File: config.mk
export PLATFORM = sky130hd
export DESIGN_NAME = port_a_gpio_wake_pinmux
export DESIGN_NICKNAME = d
export VERILOG_FILES = /design/src/porta_pkg.sv /design/src/port_a_gpio_wake_pinmux.sv
export SDC_FILE = /design/constraint.sdc
export NUM_CORES = 1
export LEC_CHECK = 0
export BUFFER_PORTS_ARGS = -buffer_cell sky130_fd_sc_hd__buf_4
export CORE_MARGIN = 3
export CORE_UTILIZATION = 45
export CTS_BUF_LIST = sky130_fd_sc_hd__clkbuf_4 sky130_fd_sc_hd__clkbuf_8
export CTS_CLUSTER_SIZE = 30
export DETAILED_ROUTE_END_ITERATION = 8
export PLACE_DENSITY = 0.71
export SYNTH_ARGS = -nofsm -noshare
export SYNTH_HDL_FRONTEND = slang
export SYNTH_SLANG_ARGS = --single-unit
File: constraint.sdc
create_clock -name CLK_SYS -period 1.38 [get_ports CLK_SYS]
set_input_delay 0 -clock CLK_SYS [delete_from_list [all_inputs] [get_ports CLK_SYS]]
set_output_delay 0 -clock CLK_SYS [all_outputs]
set_load 0.01 [all_outputs]
File: src/porta_pkg.sv
package porta_pkg;
   // ****************************************
   // Register offsets
   // ****************************************
   localparam logic [3:0] OFS_DATA_LATCH  = 4'h0;
   localparam logic [3:0] OFS_DIRECTION   = 4'h1;
   localparam logic [3:0] OFS_PULL_HIGH   = 4'h2;
   localparam logic [3:0] OFS_WAKE_EN     = 4'h3;
   localparam logic [3:0] OFS_FUNC_LOW    = 4'h4;
   localparam logic [3:0] OFS_FUNC_HIGH   = 4'h5;
   localparam logic [3:0] OFS_INPUT_SEL   = 4'h6;
   localparam logic [3:0] OFS_STATUS      = 4'h7;

   // ****************************************
   // Reset values and masks
   // ****************************************
   localparam logic [7:0] RST_DATA_LATCH  = 8'hff;
   localparam logic [7:0] RST_DIRECTION   = 8'hff;
   localparam logic [7:0] RST_PULL_HIGH   = 8'h00;
   localparam logic [7:0] RST_WAKE_EN     = 8'h00;
   localparam logic [7:0] RST_FUNC_LOW    = 8'h00;
   localparam logic [7:0] RST_FUNC_HIGH   = 8'h00;
   localparam logic [7:0] RST_INPUT_SEL   = 8'h00;
   localparam logic [7:0] MASK_FUNC_HIGH  = 8'hcf;
   localparam logic [7:0] MASK_INPUT_SEL  = 8'h03;

   // ****************************************
   // Field positions
   // ****************************************
   localparam int FLD_PIN3 = 6;
   localparam int FLD_PIN2 = 4;
   localparam int FLD_PIN1 = 2;
   localparam int FLD_PIN0 = 0;
   localparam int FLD_PIN7 = 6;
   localparam int FLD_PIN5 = 2;
   localparam int FLD_PIN4 = 0;
   localparam int BIT_TIMER_CLK_SRC = 1;
   localparam int BIT_EXT_IRQ_SRC   = 0;

   // ****************************************
   // Function codes
   // ****************************************
   localparam logic [1:0] FN_ALT  = 2'h3;
   localparam logic [1:0] FN_TINV = 2'h2;
endpackage : porta_pkg

File: src/port_a_gpio_wake_pinmux.sv
// Design decisions made here: strobed register access and the address map.
`timescale 1ns/10ps
// Overview of operation
// - Falling edge on enabled pin wakes sleeping device
// - Wake only for GPIO input during sleep
// - Wake enable bits read/write, reset zero
// - Direction bit one input, zero CMOS output
// - Input pin reads its pin level
// - Output pin reads data latch, not pin
// - Latch and direction reset to all ones
// - Unwritten output drives high from latch
// - Bit set/clear is byte read-modify-write
// - Pin 3 code 11 gives touch key 3
// - Pin 2: 10 inverted timer, 11 SDA
// - Pin 1 code 11 gives touch key 2
// - Pin 0: GPIO/timer clock/irq, 11 SCL
// - Pin 7 code 11 gives timer output
// - Pin 5 code 11 gives touch key 1
// - Pin 4 code 11 gives touch key 4
// - Unimplemented select bits read as zero
// - Timer clock source: 0 pin6, 1 pin0
// - Interrupt source: 0 pin0, 1 pin6
// - Pull-high only for input pins
module port_a_gpio_wake_pinmux
   import porta_pkg::*;
(
   // Clock and reset
   input  wire logic       CLK_SYS,
   input  wire logic       RESET,
   // Register port
   input  wire logic [3:0] REG_ADDR,
   input  wire logic [7:0] REG_WDATA,
   input  wire logic       REG_WR,
   input  wire logic       REG_RD,
   output logic      [7:0] REG_RDATA,
   // Power state
   input  wire logic       SLEEP_IDLE,
   output logic            WAKE_REQ,
   // Port pins
   input  wire logic [7:0] PIN_IN,
   output logic      [7:0] PIN_OUT,
   output logic      [7:0] PIN_OE,
   output logic      [7:0] PULL_HIGH_ON,
   // Peripheral side
   input  wire logic       TIMER_OUTPUT,
   input  wire logic       SDA_OUT,
   input  wire logic       SDA_OE,
   input  wire logic       SCL_OUT,
   input  wire logic       SCL_OE,
   output logic            TIMER_EXT_CLOCK_IN,
   output logic            EXT_IRQ_IN,
   output logic            SDA_IN,
   output logic            SCL_IN,
   output logic      [3:0] TOUCH_KEY_SEL
);

   // ****************************************
   // Registers
   // ****************************************
   logic [7:0] port_data_latch_q;
   logic [7:0] pin_direction_ctrl_q;
   logic [7:0] pull_high_enable_q;
   logic [7:0] port_wake_enable_q;
   logic [7:0] pin_func_select_low_q;
   logic [7:0] pin_func_select_high_q;
   logic [7:0] input_source_select_q;
   logic [7:0] sync1_q;
   logic [7:0] sync2_q;
   logic [7:0] prev_q;
   logic [7:0] wake_seen_q;
   logic [7:0] rdata_d;
   logic [7:0] is_alt;
   logic [7:0] out_d;
   logic [7:0] oe_d;
   logic [7:0] fall;

   // Decode a two-bit field as the alternate function code
   function automatic logic alt_sel(input logic [1:0] code);
      return code == FN_ALT;
   endfunction : alt_sel

   // Register writes; bit set/clear arrives as a whole-byte write
   always_ff @(posedge CLK_SYS) begin
      if (RESET) begin
         port_data_latch_q      <= RST_DATA_LATCH;
         pin_direction_ctrl_q   <= RST_DIRECTION;
         pull_high_enable_q     <= RST_PULL_HIGH;
         port_wake_enable_q     <= RST_WAKE_EN;
         pin_func_select_low_q  <= RST_FUNC_LOW;
         pin_func_select_high_q <= RST_FUNC_HIGH;
         input_source_select_q  <= RST_INPUT_SEL;
      end else if (REG_WR) begin
         unique case (REG_ADDR)
            OFS_DATA_LATCH: port_data_latch_q    <= REG_WDATA;
            OFS_DIRECTION:  pin_direction_ctrl_q <= REG_WDATA;
            OFS_PULL_HIGH:  pull_high_enable_q   <= REG_WDATA;
            OFS_WAKE_EN:    port_wake_enable_q   <= REG_WDATA;
            OFS_FUNC_LOW:   pin_func_select_low_q <= REG_WDATA;
            OFS_FUNC_HIGH:  pin_func_select_high_q <= REG_WDATA & MASK_FUNC_HIGH;
            OFS_INPUT_SEL:  input_source_select_q <= REG_WDATA & MASK_INPUT_SEL;
            default: begin
            end
         endcase
      end
   end

   // Pin synchroniser and edge history
   always_ff @(posedge CLK_SYS) begin
      if (RESET) begin
         sync1_q <= 8'hff;
         sync2_q <= 8'hff;
         prev_q  <= 8'hff;
      end else begin
         sync1_q <= PIN_IN;
         sync2_q <= sync1_q;
         prev_q  <= sync2_q;
      end
   end

   // Alternate function flags per pin
   always_comb begin
      is_alt    = 8'h00;
      is_alt[3] = alt_sel(pin_func_select_low_q[FLD_PIN3 +: 2]);
      is_alt[2] = pin_func_select_low_q[FLD_PIN2 +: 2] == FN_ALT ||
                  pin_func_select_low_q[FLD_PIN2 +: 2] == FN_TINV;
      is_alt[1] = alt_sel(pin_func_select_low_q[FLD_PIN1 +: 2]);
      is_alt[0] = alt_sel(pin_func_select_low_q[FLD_PIN0 +: 2]);
      is_alt[7] = alt_sel(pin_func_select_high_q[FLD_PIN7 +: 2]);
      is_alt[5] = alt_sel(pin_func_select_high_q[FLD_PIN5 +: 2]);
      is_alt[4] = alt_sel(pin_func_select_high_q[FLD_PIN4 +: 2]);
   end

   // Pin drive: GPIO from latch, alternates from peripherals
   always_comb begin
      out_d = port_data_latch_q;
      oe_d  = ~pin_direction_ctrl_q;
      for (int i = 0; i < 8; i++) begin
         if (is_alt[i]) begin
            oe_d[i] = 1'b0;              // Touch key pins are analog
         end
      end
      if (pin_func_select_low_q[FLD_PIN2 +: 2] == FN_TINV) begin
         out_d[2] = ~TIMER_OUTPUT;
         oe_d[2]  = 1'b1;
      end else if (is_alt[2]) begin
         out_d[2] = SDA_OUT;
         oe_d[2]  = SDA_OE;
      end
      if (is_alt[0]) begin
         out_d[0] = SCL_OUT;
         oe_d[0]  = SCL_OE;
      end
      if (is_alt[7]) begin
         out_d[7] = TIMER_OUTPUT;
         oe_d[7]  = 1'b1;
      end
   end

   // Registered pin outputs and peripheral inputs
   always_ff @(posedge CLK_SYS) begin
      if (RESET) begin
         PIN_OUT            <= RST_DATA_LATCH;
         PIN_OE             <= 8'h00;
         PULL_HIGH_ON       <= 8'h00;
         TIMER_EXT_CLOCK_IN <= 1'b1;
         EXT_IRQ_IN         <= 1'b1;
         SDA_IN             <= 1'b1;
         SCL_IN             <= 1'b1;
         TOUCH_KEY_SEL      <= 4'h0;
      end else begin
         PIN_OUT      <= out_d;
         PIN_OE       <= oe_d;
         PULL_HIGH_ON <= pull_high_enable_q & pin_direction_ctrl_q & ~is_alt;
         TIMER_EXT_CLOCK_IN <= input_source_select_q[BIT_TIMER_CLK_SRC] ?
                               sync2_q[0] : sync2_q[6];
         EXT_IRQ_IN   <= input_source_select_q[BIT_EXT_IRQ_SRC] ?
                         sync2_q[6] : sync2_q[0];
         SDA_IN       <= sync2_q[2];
         SCL_IN       <= sync2_q[0];
         TOUCH_KEY_SEL <= {is_alt[4], is_alt[3], is_alt[1], is_alt[5]};
      end
   end

   // Falling edges on GPIO input pins with wake enabled
   assign fall = prev_q & ~sync2_q & port_wake_enable_q
                 & pin_direction_ctrl_q & ~is_alt;

   // Wake request: OR of enabled falling edges during sleep
   always_ff @(posedge CLK_SYS) begin
      if (RESET) begin
         WAKE_REQ    <= 1'b0;
         wake_seen_q <= 8'h00;
      end else begin
         WAKE_REQ    <= SLEEP_IDLE && (|fall);
         wake_seen_q <= fall;
      end
   end

   // Read mux: inputs show pin, outputs show latch
   always_comb begin
      rdata_d = 8'h00;
      unique case (REG_ADDR)
         OFS_DATA_LATCH: rdata_d = (pin_direction_ctrl_q & sync2_q) |
                                   (~pin_direction_ctrl_q & port_data_latch_q);
         OFS_DIRECTION:  rdata_d = pin_direction_ctrl_q;
         OFS_PULL_HIGH:  rdata_d = pull_high_enable_q;
         OFS_WAKE_EN:    rdata_d = port_wake_enable_q;
         OFS_FUNC_LOW:   rdata_d = pin_func_select_low_q;
         OFS_FUNC_HIGH:  rdata_d = pin_func_select_high_q & MASK_FUNC_HIGH;
         OFS_INPUT_SEL:  rdata_d = input_source_select_q & MASK_INPUT_SEL;
         OFS_STATUS:     rdata_d = wake_seen_q;
         default:        rdata_d = 8'h00;
      endcase
   end

   // Read data stands one cycle after the strobe
   always_ff @(posedge CLK_SYS) begin
      if (RESET) begin
         REG_RDATA <= 8'h00;
      end else begin
         REG_RDATA <= REG_RD ? rdata_d : 8'h00;
      end
   end

   // ****************************************
   // Assertions
   // ****************************************
   a_wake_on_edge: assert property (@(posedge CLK_SYS) disable iff (RESET)
      (SLEEP_IDLE && (|fall)) |=> WAKE_REQ)
      else $error("wake missed");
   a_no_wake_awake: assert property (@(posedge CLK_SYS) disable iff (RESET)
      !$past(SLEEP_IDLE) |-> !WAKE_REQ)
      else $error("wake while awake");
   a_no_wake_output: assert property (@(posedge CLK_SYS) disable iff (RESET)
      (pin_direction_ctrl_q == 8'h00) |=> !WAKE_REQ)
      else $error("wake from output pin");
   a_wake_en_read: assert property (@(posedge CLK_SYS) disable iff (RESET)
      (REG_WR && REG_ADDR == OFS_WAKE_EN) ##2 (REG_RD && REG_ADDR == OFS_WAKE_EN
      && !REG_WR) |=> REG_RDATA == $past(REG_WDATA, 3))
      else $error("wake enable readback");
   a_out_drive: assert property (@(posedge CLK_SYS) disable iff (RESET)
      (!pin_direction_ctrl_q[6]) |=> PIN_OE[6] && PIN_OUT[6] == $past(port_data_latch_q[6]))
      else $error("output pin not driven");
   a_in_float: assert property (@(posedge CLK_SYS) disable iff (RESET)
      (pin_direction_ctrl_q[6]) |=> !PIN_OE[6])
      else $error("input pin driven");
   a_read_out_latch: assert property (@(posedge CLK_SYS) disable iff (RESET)
      (REG_RD && REG_ADDR == OFS_DATA_LATCH && pin_direction_ctrl_q == 8'h00)
      |=> REG_RDATA == $past(port_data_latch_q))
      else $error("output read not latch");
   a_reset_high: assert property (@(posedge CLK_SYS)
      RESET |=> port_data_latch_q == 8'hff && pin_direction_ctrl_q == 8'hff)
      else $error("reset values wrong");
   a_unimpl_zero: assert property (@(posedge CLK_SYS) disable iff (RESET)
      (REG_RD && REG_ADDR == OFS_INPUT_SEL) |=> REG_RDATA[7:2] == 6'h00)
      else $error("unimplemented bits set");
   a_tclk_src: assert property (@(posedge CLK_SYS) disable iff (RESET)
      (!input_source_select_q[1]) |=> TIMER_EXT_CLOCK_IN == $past(sync2_q[6]))
      else $error("timer clock source wrong");
   a_irq_src: assert property (@(posedge CLK_SYS) disable iff (RESET)
      (!input_source_select_q[0]) |=> EXT_IRQ_IN == $past(sync2_q[0]))
      else $error("irq source wrong");
   a_pull_output: assert property (@(posedge CLK_SYS) disable iff (RESET)
      (!pin_direction_ctrl_q[1]) |=> !PULL_HIGH_ON[1])
      else $error("pull-high on output");

   // ****************************************
   // Register and pin-mux assertions
   // ****************************************

   // Read data is zero outside the read slot
   a_rdata_idle: assert property (@(posedge CLK_SYS) disable iff (RESET)
      !REG_RD |=> REG_RDATA == 8'h00)
      else $error("read data outside slot");

   // Direction write lands next cycle
   a_dir_write: assert property (@(posedge CLK_SYS) disable iff (RESET)
      (REG_WR && REG_ADDR == OFS_DIRECTION) |=> pin_direction_ctrl_q == $past(REG_WDATA))
      else $error("direction write lost");

   // Wake enable write lands next cycle
   a_wake_en_write: assert property (@(posedge CLK_SYS) disable iff (RESET)
      (REG_WR && REG_ADDR == OFS_WAKE_EN) |=> port_wake_enable_q == $past(REG_WDATA))
      else $error("wake enable write lost");

   // Whole-byte latch write lands next cycle
   a_latch_write: assert property (@(posedge CLK_SYS) disable iff (RESET)
      (REG_WR && REG_ADDR == OFS_DATA_LATCH) |=> port_data_latch_q == $past(REG_WDATA))
      else $error("latch write lost");

   // Unimplemented high select bits stay zero
   a_func_high_mask: assert property (@(posedge CLK_SYS) disable iff (RESET)
      pin_func_select_high_q[5:4] == 2'h0)
      else $error("high select spare bits set");

   // Unimplemented input select bits stay zero
   a_input_sel_mask: assert property (@(posedge CLK_SYS) disable iff (RESET)
      input_source_select_q[7:2] == 6'h00)
      else $error("input select spare bits set");

   // All-input port reads the synchronised pins
   a_read_in_pin: assert property (@(posedge CLK_SYS) disable iff (RESET)
      (REG_RD && REG_ADDR == OFS_DATA_LATCH && pin_direction_ctrl_q == 8'hff)
      |=> REG_RDATA == $past(sync2_q))
      else $error("input read not pin");

   // Timer clock taken from pin 0 when selected
   a_tclk_pin0: assert property (@(posedge CLK_SYS) disable iff (RESET)
      input_source_select_q[1] |=> TIMER_EXT_CLOCK_IN == $past(sync2_q[0]))
      else $error("timer clock not from pin 0");

   // Interrupt taken from pin 6 when selected
   a_irq_pin6: assert property (@(posedge CLK_SYS) disable iff (RESET)
      input_source_select_q[0] |=> EXT_IRQ_IN == $past(sync2_q[6]))
      else $error("irq not from pin 6");

   // Pin 3 touch key select, driver off
   a_touch_key_3_sel: assert property (@(posedge CLK_SYS) disable iff (RESET)
      (pin_func_select_low_q[7:6] == FN_ALT) |=> TOUCH_KEY_SEL[2] && !PIN_OE[3])
      else $error("touch key 3 select");

   // Pin 3 general codes leave the key off
   a_touch_key_3_gpio: assert property (@(posedge CLK_SYS) disable iff (RESET)
      (pin_func_select_low_q[7:6] != FN_ALT) |=> !TOUCH_KEY_SEL[2])
      else $error("touch key 3 without code");

   // Pin 1 touch key select, driver off
   a_touch_key_2_sel: assert property (@(posedge CLK_SYS) disable iff (RESET)
      (pin_func_select_low_q[3:2] == FN_ALT) |=> TOUCH_KEY_SEL[1] && !PIN_OE[1])
      else $error("touch key 2 select");

   // Pin 5 touch key select, driver off
   a_touch_key_1_sel: assert property (@(posedge CLK_SYS) disable iff (RESET)
      (pin_func_select_high_q[3:2] == FN_ALT) |=> TOUCH_KEY_SEL[0] && !PIN_OE[5])
      else $error("touch key 1 select");

   // Pin 4 touch key select, driver off
   a_touch_key_4_sel: assert property (@(posedge CLK_SYS) disable iff (RESET)
      (pin_func_select_high_q[1:0] == FN_ALT) |=> TOUCH_KEY_SEL[3] && !PIN_OE[4])
      else $error("touch key 4 select");

   // Pin 2 drives the inverted timer output
   a_tinv_drive: assert property (@(posedge CLK_SYS) disable iff (RESET)
      (pin_func_select_low_q[5:4] == FN_TINV)
      |=> PIN_OE[2] && PIN_OUT[2] == !$past(TIMER_OUTPUT))
      else $error("inverted timer pin wrong");

   // Pin 2 follows the data line peripheral
   a_sda_drive: assert property (@(posedge CLK_SYS) disable iff (RESET)
      (pin_func_select_low_q[5:4] == FN_ALT)
      |=> PIN_OE[2] == $past(SDA_OE) && PIN_OUT[2] == $past(SDA_OUT))
      else $error("data line pin wrong");

   // Pin 2 general codes follow direction
   a_pin2_gpio: assert property (@(posedge CLK_SYS) disable iff (RESET)
      !pin_func_select_low_q[5] |=> PIN_OE[2] == !$past(pin_direction_ctrl_q[2]))
      else $error("pin 2 general drive wrong");

   // Pin 0 follows the clock line peripheral
   a_scl_drive: assert property (@(posedge CLK_SYS) disable iff (RESET)
      (pin_func_select_low_q[1:0] == FN_ALT)
      |=> PIN_OE[0] == $past(SCL_OE) && PIN_OUT[0] == $past(SCL_OUT))
      else $error("clock line pin wrong");

   // Pin 7 drives the timer output
   a_ctp_drive: assert property (@(posedge CLK_SYS) disable iff (RESET)
      (pin_func_select_high_q[7:6] == FN_ALT)
      |=> PIN_OE[7] && PIN_OUT[7] == $past(TIMER_OUTPUT))
      else $error("timer pin wrong");

   // Enabled pull-high on an input pin is on
   a_pull_input: assert property (@(posedge CLK_SYS) disable iff (RESET)
      (pin_direction_ctrl_q[6] && pull_high_enable_q[6]) |=> PULL_HIGH_ON[6])
      else $error("pull-high missing on input");

   // Alternate function on pin 2 blocks its wake
   a_wake_alt_pin: assert property (@(posedge CLK_SYS) disable iff (RESET)
      (pin_func_select_low_q[5:4] == FN_ALT && port_wake_enable_q == 8'h04)
      |=> !WAKE_REQ)
      else $error("wake from alternate pin");

   // Pins reach the second stage two cycles later
   a_sync_path: assert property (@(posedge CLK_SYS) disable iff (RESET)
      (!$past(RESET) && !$past(RESET, 2)) |-> sync2_q == $past(PIN_IN, 2))
      else $error("pin synchroniser delay wrong");

   // Status read shows the last edge set
   a_status_read: assert property (@(posedge CLK_SYS) disable iff (RESET)
      (REG_RD && REG_ADDR == OFS_STATUS) |=> REG_RDATA == $past(wake_seen_q))
      else $error("edge status read wrong");

endmodule : port_a_gpio_wake_pinmux

==> out/metrics.yaml <==
hold_path:
  hold_class: "primary input to register"
  whs_path_depth: 3
timing:
  slew_violations: 0
  hold_viol: 0
  fin_ws_ps: 53.4
  period_minus_slack_ps: 1330
  fmax_mhz: 754
  finalSetupTns_ps: 0
  grt_setup_unrepaired: "no"
  setup_viol: 0
  fin_crit_sh_pct: 96.1
  relSlewSlack_pct: 71.9
  skew_ps: 8.27
  tightest_slew_ps: 418
global_route:
  grt_pass1_vias: 3640
  antenna_found_initial: 0
  grt_start_max_net_pins: 31
  grt_pass1_wl_um: 18600
  track_usage_pct: 21.5
  overflow: 0
floorplanning:
  die_y_um: 105
  die_area_mm2: 0.0110
  io_pins: 71
  core_mm2: 0.00937
  row_count: 35
  start_util_pct: 47.1
  fp.dieW_um: 105
run:
  maxCapViolCount: 0
synth:
  synth_edf_count: 0
  yosys_warnings: 0
  synth.distinct_cells: 51
  yosys.area.top_type: "dfxtp_1"
  synth_area_per_cell_um2: 9.83
  synthCells: 449
  async_flop_share_pct: 0
  synth_common_cells: "119 x dfxtp_1, 58 x nand2_1, 52 x nor2_1"
  synth_flop_cell: "dfxtp_1"
  synth.area.top_cells: "dfxtp_1 54%, mux2i_1 9.8%, nand2_1 4.9%"
  ys_ff_latch: 119
  synth.top_cell.area_share_pct: 54.0
  seq_area_frac_synth_pct: 54.0
  synth.most_common_cell: "dfxtp_1"
  synth_nets: 479
  syn_area_mm2: 0.00441
detailed_routing:
  first_pass_iters: 5
  routed_wl_um: 11700
  routedWlPerCell_um: 16.4
  vias: 3739
  routed_via_density: 5.25
  drc: 0
  ant_nets: 0
  drt_iter0_drc: 336
final_layout:
  diodes: 0
  area_growth_pct: 34.6
  fin_nets: 601
  layout-drive-gt1-share_pct: 29.8
worst_setup_path:
  critical_path_class: "register to register"
  cp.arrival_ps: 1630
  start_kind: "register"
  crit_fanout: 6
  end_kind: "register"
  worst_r2r_path_depth: 4
  required_ps: 1680
cts:
  h-tree-depth: 4
  insertion_delay_ps: 420
  cts_sinks: 119
  cts_tree: "done"
  clkTransAtPathRegs_ps: 80
  cts_made_buffers: 17
  clock_path_buffers: 2
  clockRootBuffer: "clkbuf_8"
placed_design:
  dp_hpwl_um: 8040
  gp_congestion: 0.931
  port_buffers: 70
  pre_cts_ws_ps: 73.3
pwr:
  powerDensity_mw_per_mm2: 1260
  ir_worst_vdd_mv: 0.629
  p_leak_uw: 0.00259
run_status:
  status: "complete, no violations"
## worst paths after layout
kind	startpoint	to	slack (ps)
setup / recovery	pin_direction_ctrl_q[4]	REG_RDATA[4]	50
hold reg to reg	sync1_q[5]	sync2_q[5]	410
setup reg to reg	pin_direction_ctrl_q[4]	REG_RDATA[4]	50
hold / removal	REG_ADDR[2]	REG_RDATA[3]	40
## final cells by class
type                            count  area (um2)
Fill cell                         796        3430
Sequential cell                   119        2390
Multi-Input combinational cell    303        1910
Timing Repair Buffer              128        1040
Clock buffer                       20         269
Clock inverter                     11         174
Tap cell                          129         161
Inverter                            2        7.51
## placed cells by master (no fill, tap or decap), drive strengths merged, types with 8 or more instances in the layout
master	instances
dlygate4sd3	31
or2	28
nor2	53
nand3	22
buf	97
nand2	58
o21ai	8
mux2i	43
dfxtp	119
clkbuf	20
## stage by stage
step                instances  util [%]  cell area, um2  total power (uW)  hold WS [ps]
floorplan                 449         -            4410              3840           104
global placement          650      55.2            5170              4030           184
detailed placement        650      55.2            5170              4040           188
CTS                       712      63.2            5920              7530          15.2
global route              712      63.4            5940              7730          50.8
finish                    712      63.4            5940              7500          44.6
## per-layer routing
layer / global-route usage [%] / part of all wire (%)
met4: 9.37 / 2.1
met5: 0 / 0
met2: 33.2 / 46
met3: 5.31 / 7.3
met1: 28.4 / 45
## critical path, stage by stage, from the launching register on
cell and delay [ps]:
dfxtp_1 510, nand2b_1 150, o21ai_0 90, a221oi_1 350, a311oi_1 100
## state kept, by name (all words and copies together), names as in the netlist, 2 cells and up
signal,count
port_data_latch_q,8
pull_high_enable_q,8
pin_func_select_high_q,6
pin_direction_ctrl_q,8
sync2_q,8
TOUCH_KEY_SEL,4
port_wake_enable_q,8
pin_func_select_low_q,8
PULL_HIGH_ON,8
input_source_select_q,2
REG_RDATA,8
PIN_OUT,8
sync1_q,8
PIN_OE,8
prev_q,8
wake_seen_q,8
## cell families (layout without fill, tap and decap cells)
kind of cell	count (synthesis)	in the layout	share of synthesized area, %
AOI/OAI and AO/OA	45	45	7.63
buffers and inverters	27	161	3.18
DFF	119	119	54.0
muxes	49	49	11.3
and+or+nand+nor	209	209	23.9
## report_power, final
group          switching (uW)  total, uW  internal, uW
Clock                    1380       3460          2080
Sequential               40.2       3540          3500
Combinational             258        508           250
## repair_timing
| action | in CTS | in global routing |
|---|---|---|
| buffers inserted | 0 | 0 |
| endpoints found under the setup margin | 0 | 2 |
| hold buffers | 31 | 1 |
| hold endpoints to repair | 72 | 1 |
| gates resized for setup | 0 | 5 |
Power figures use the tool's default switching activity.
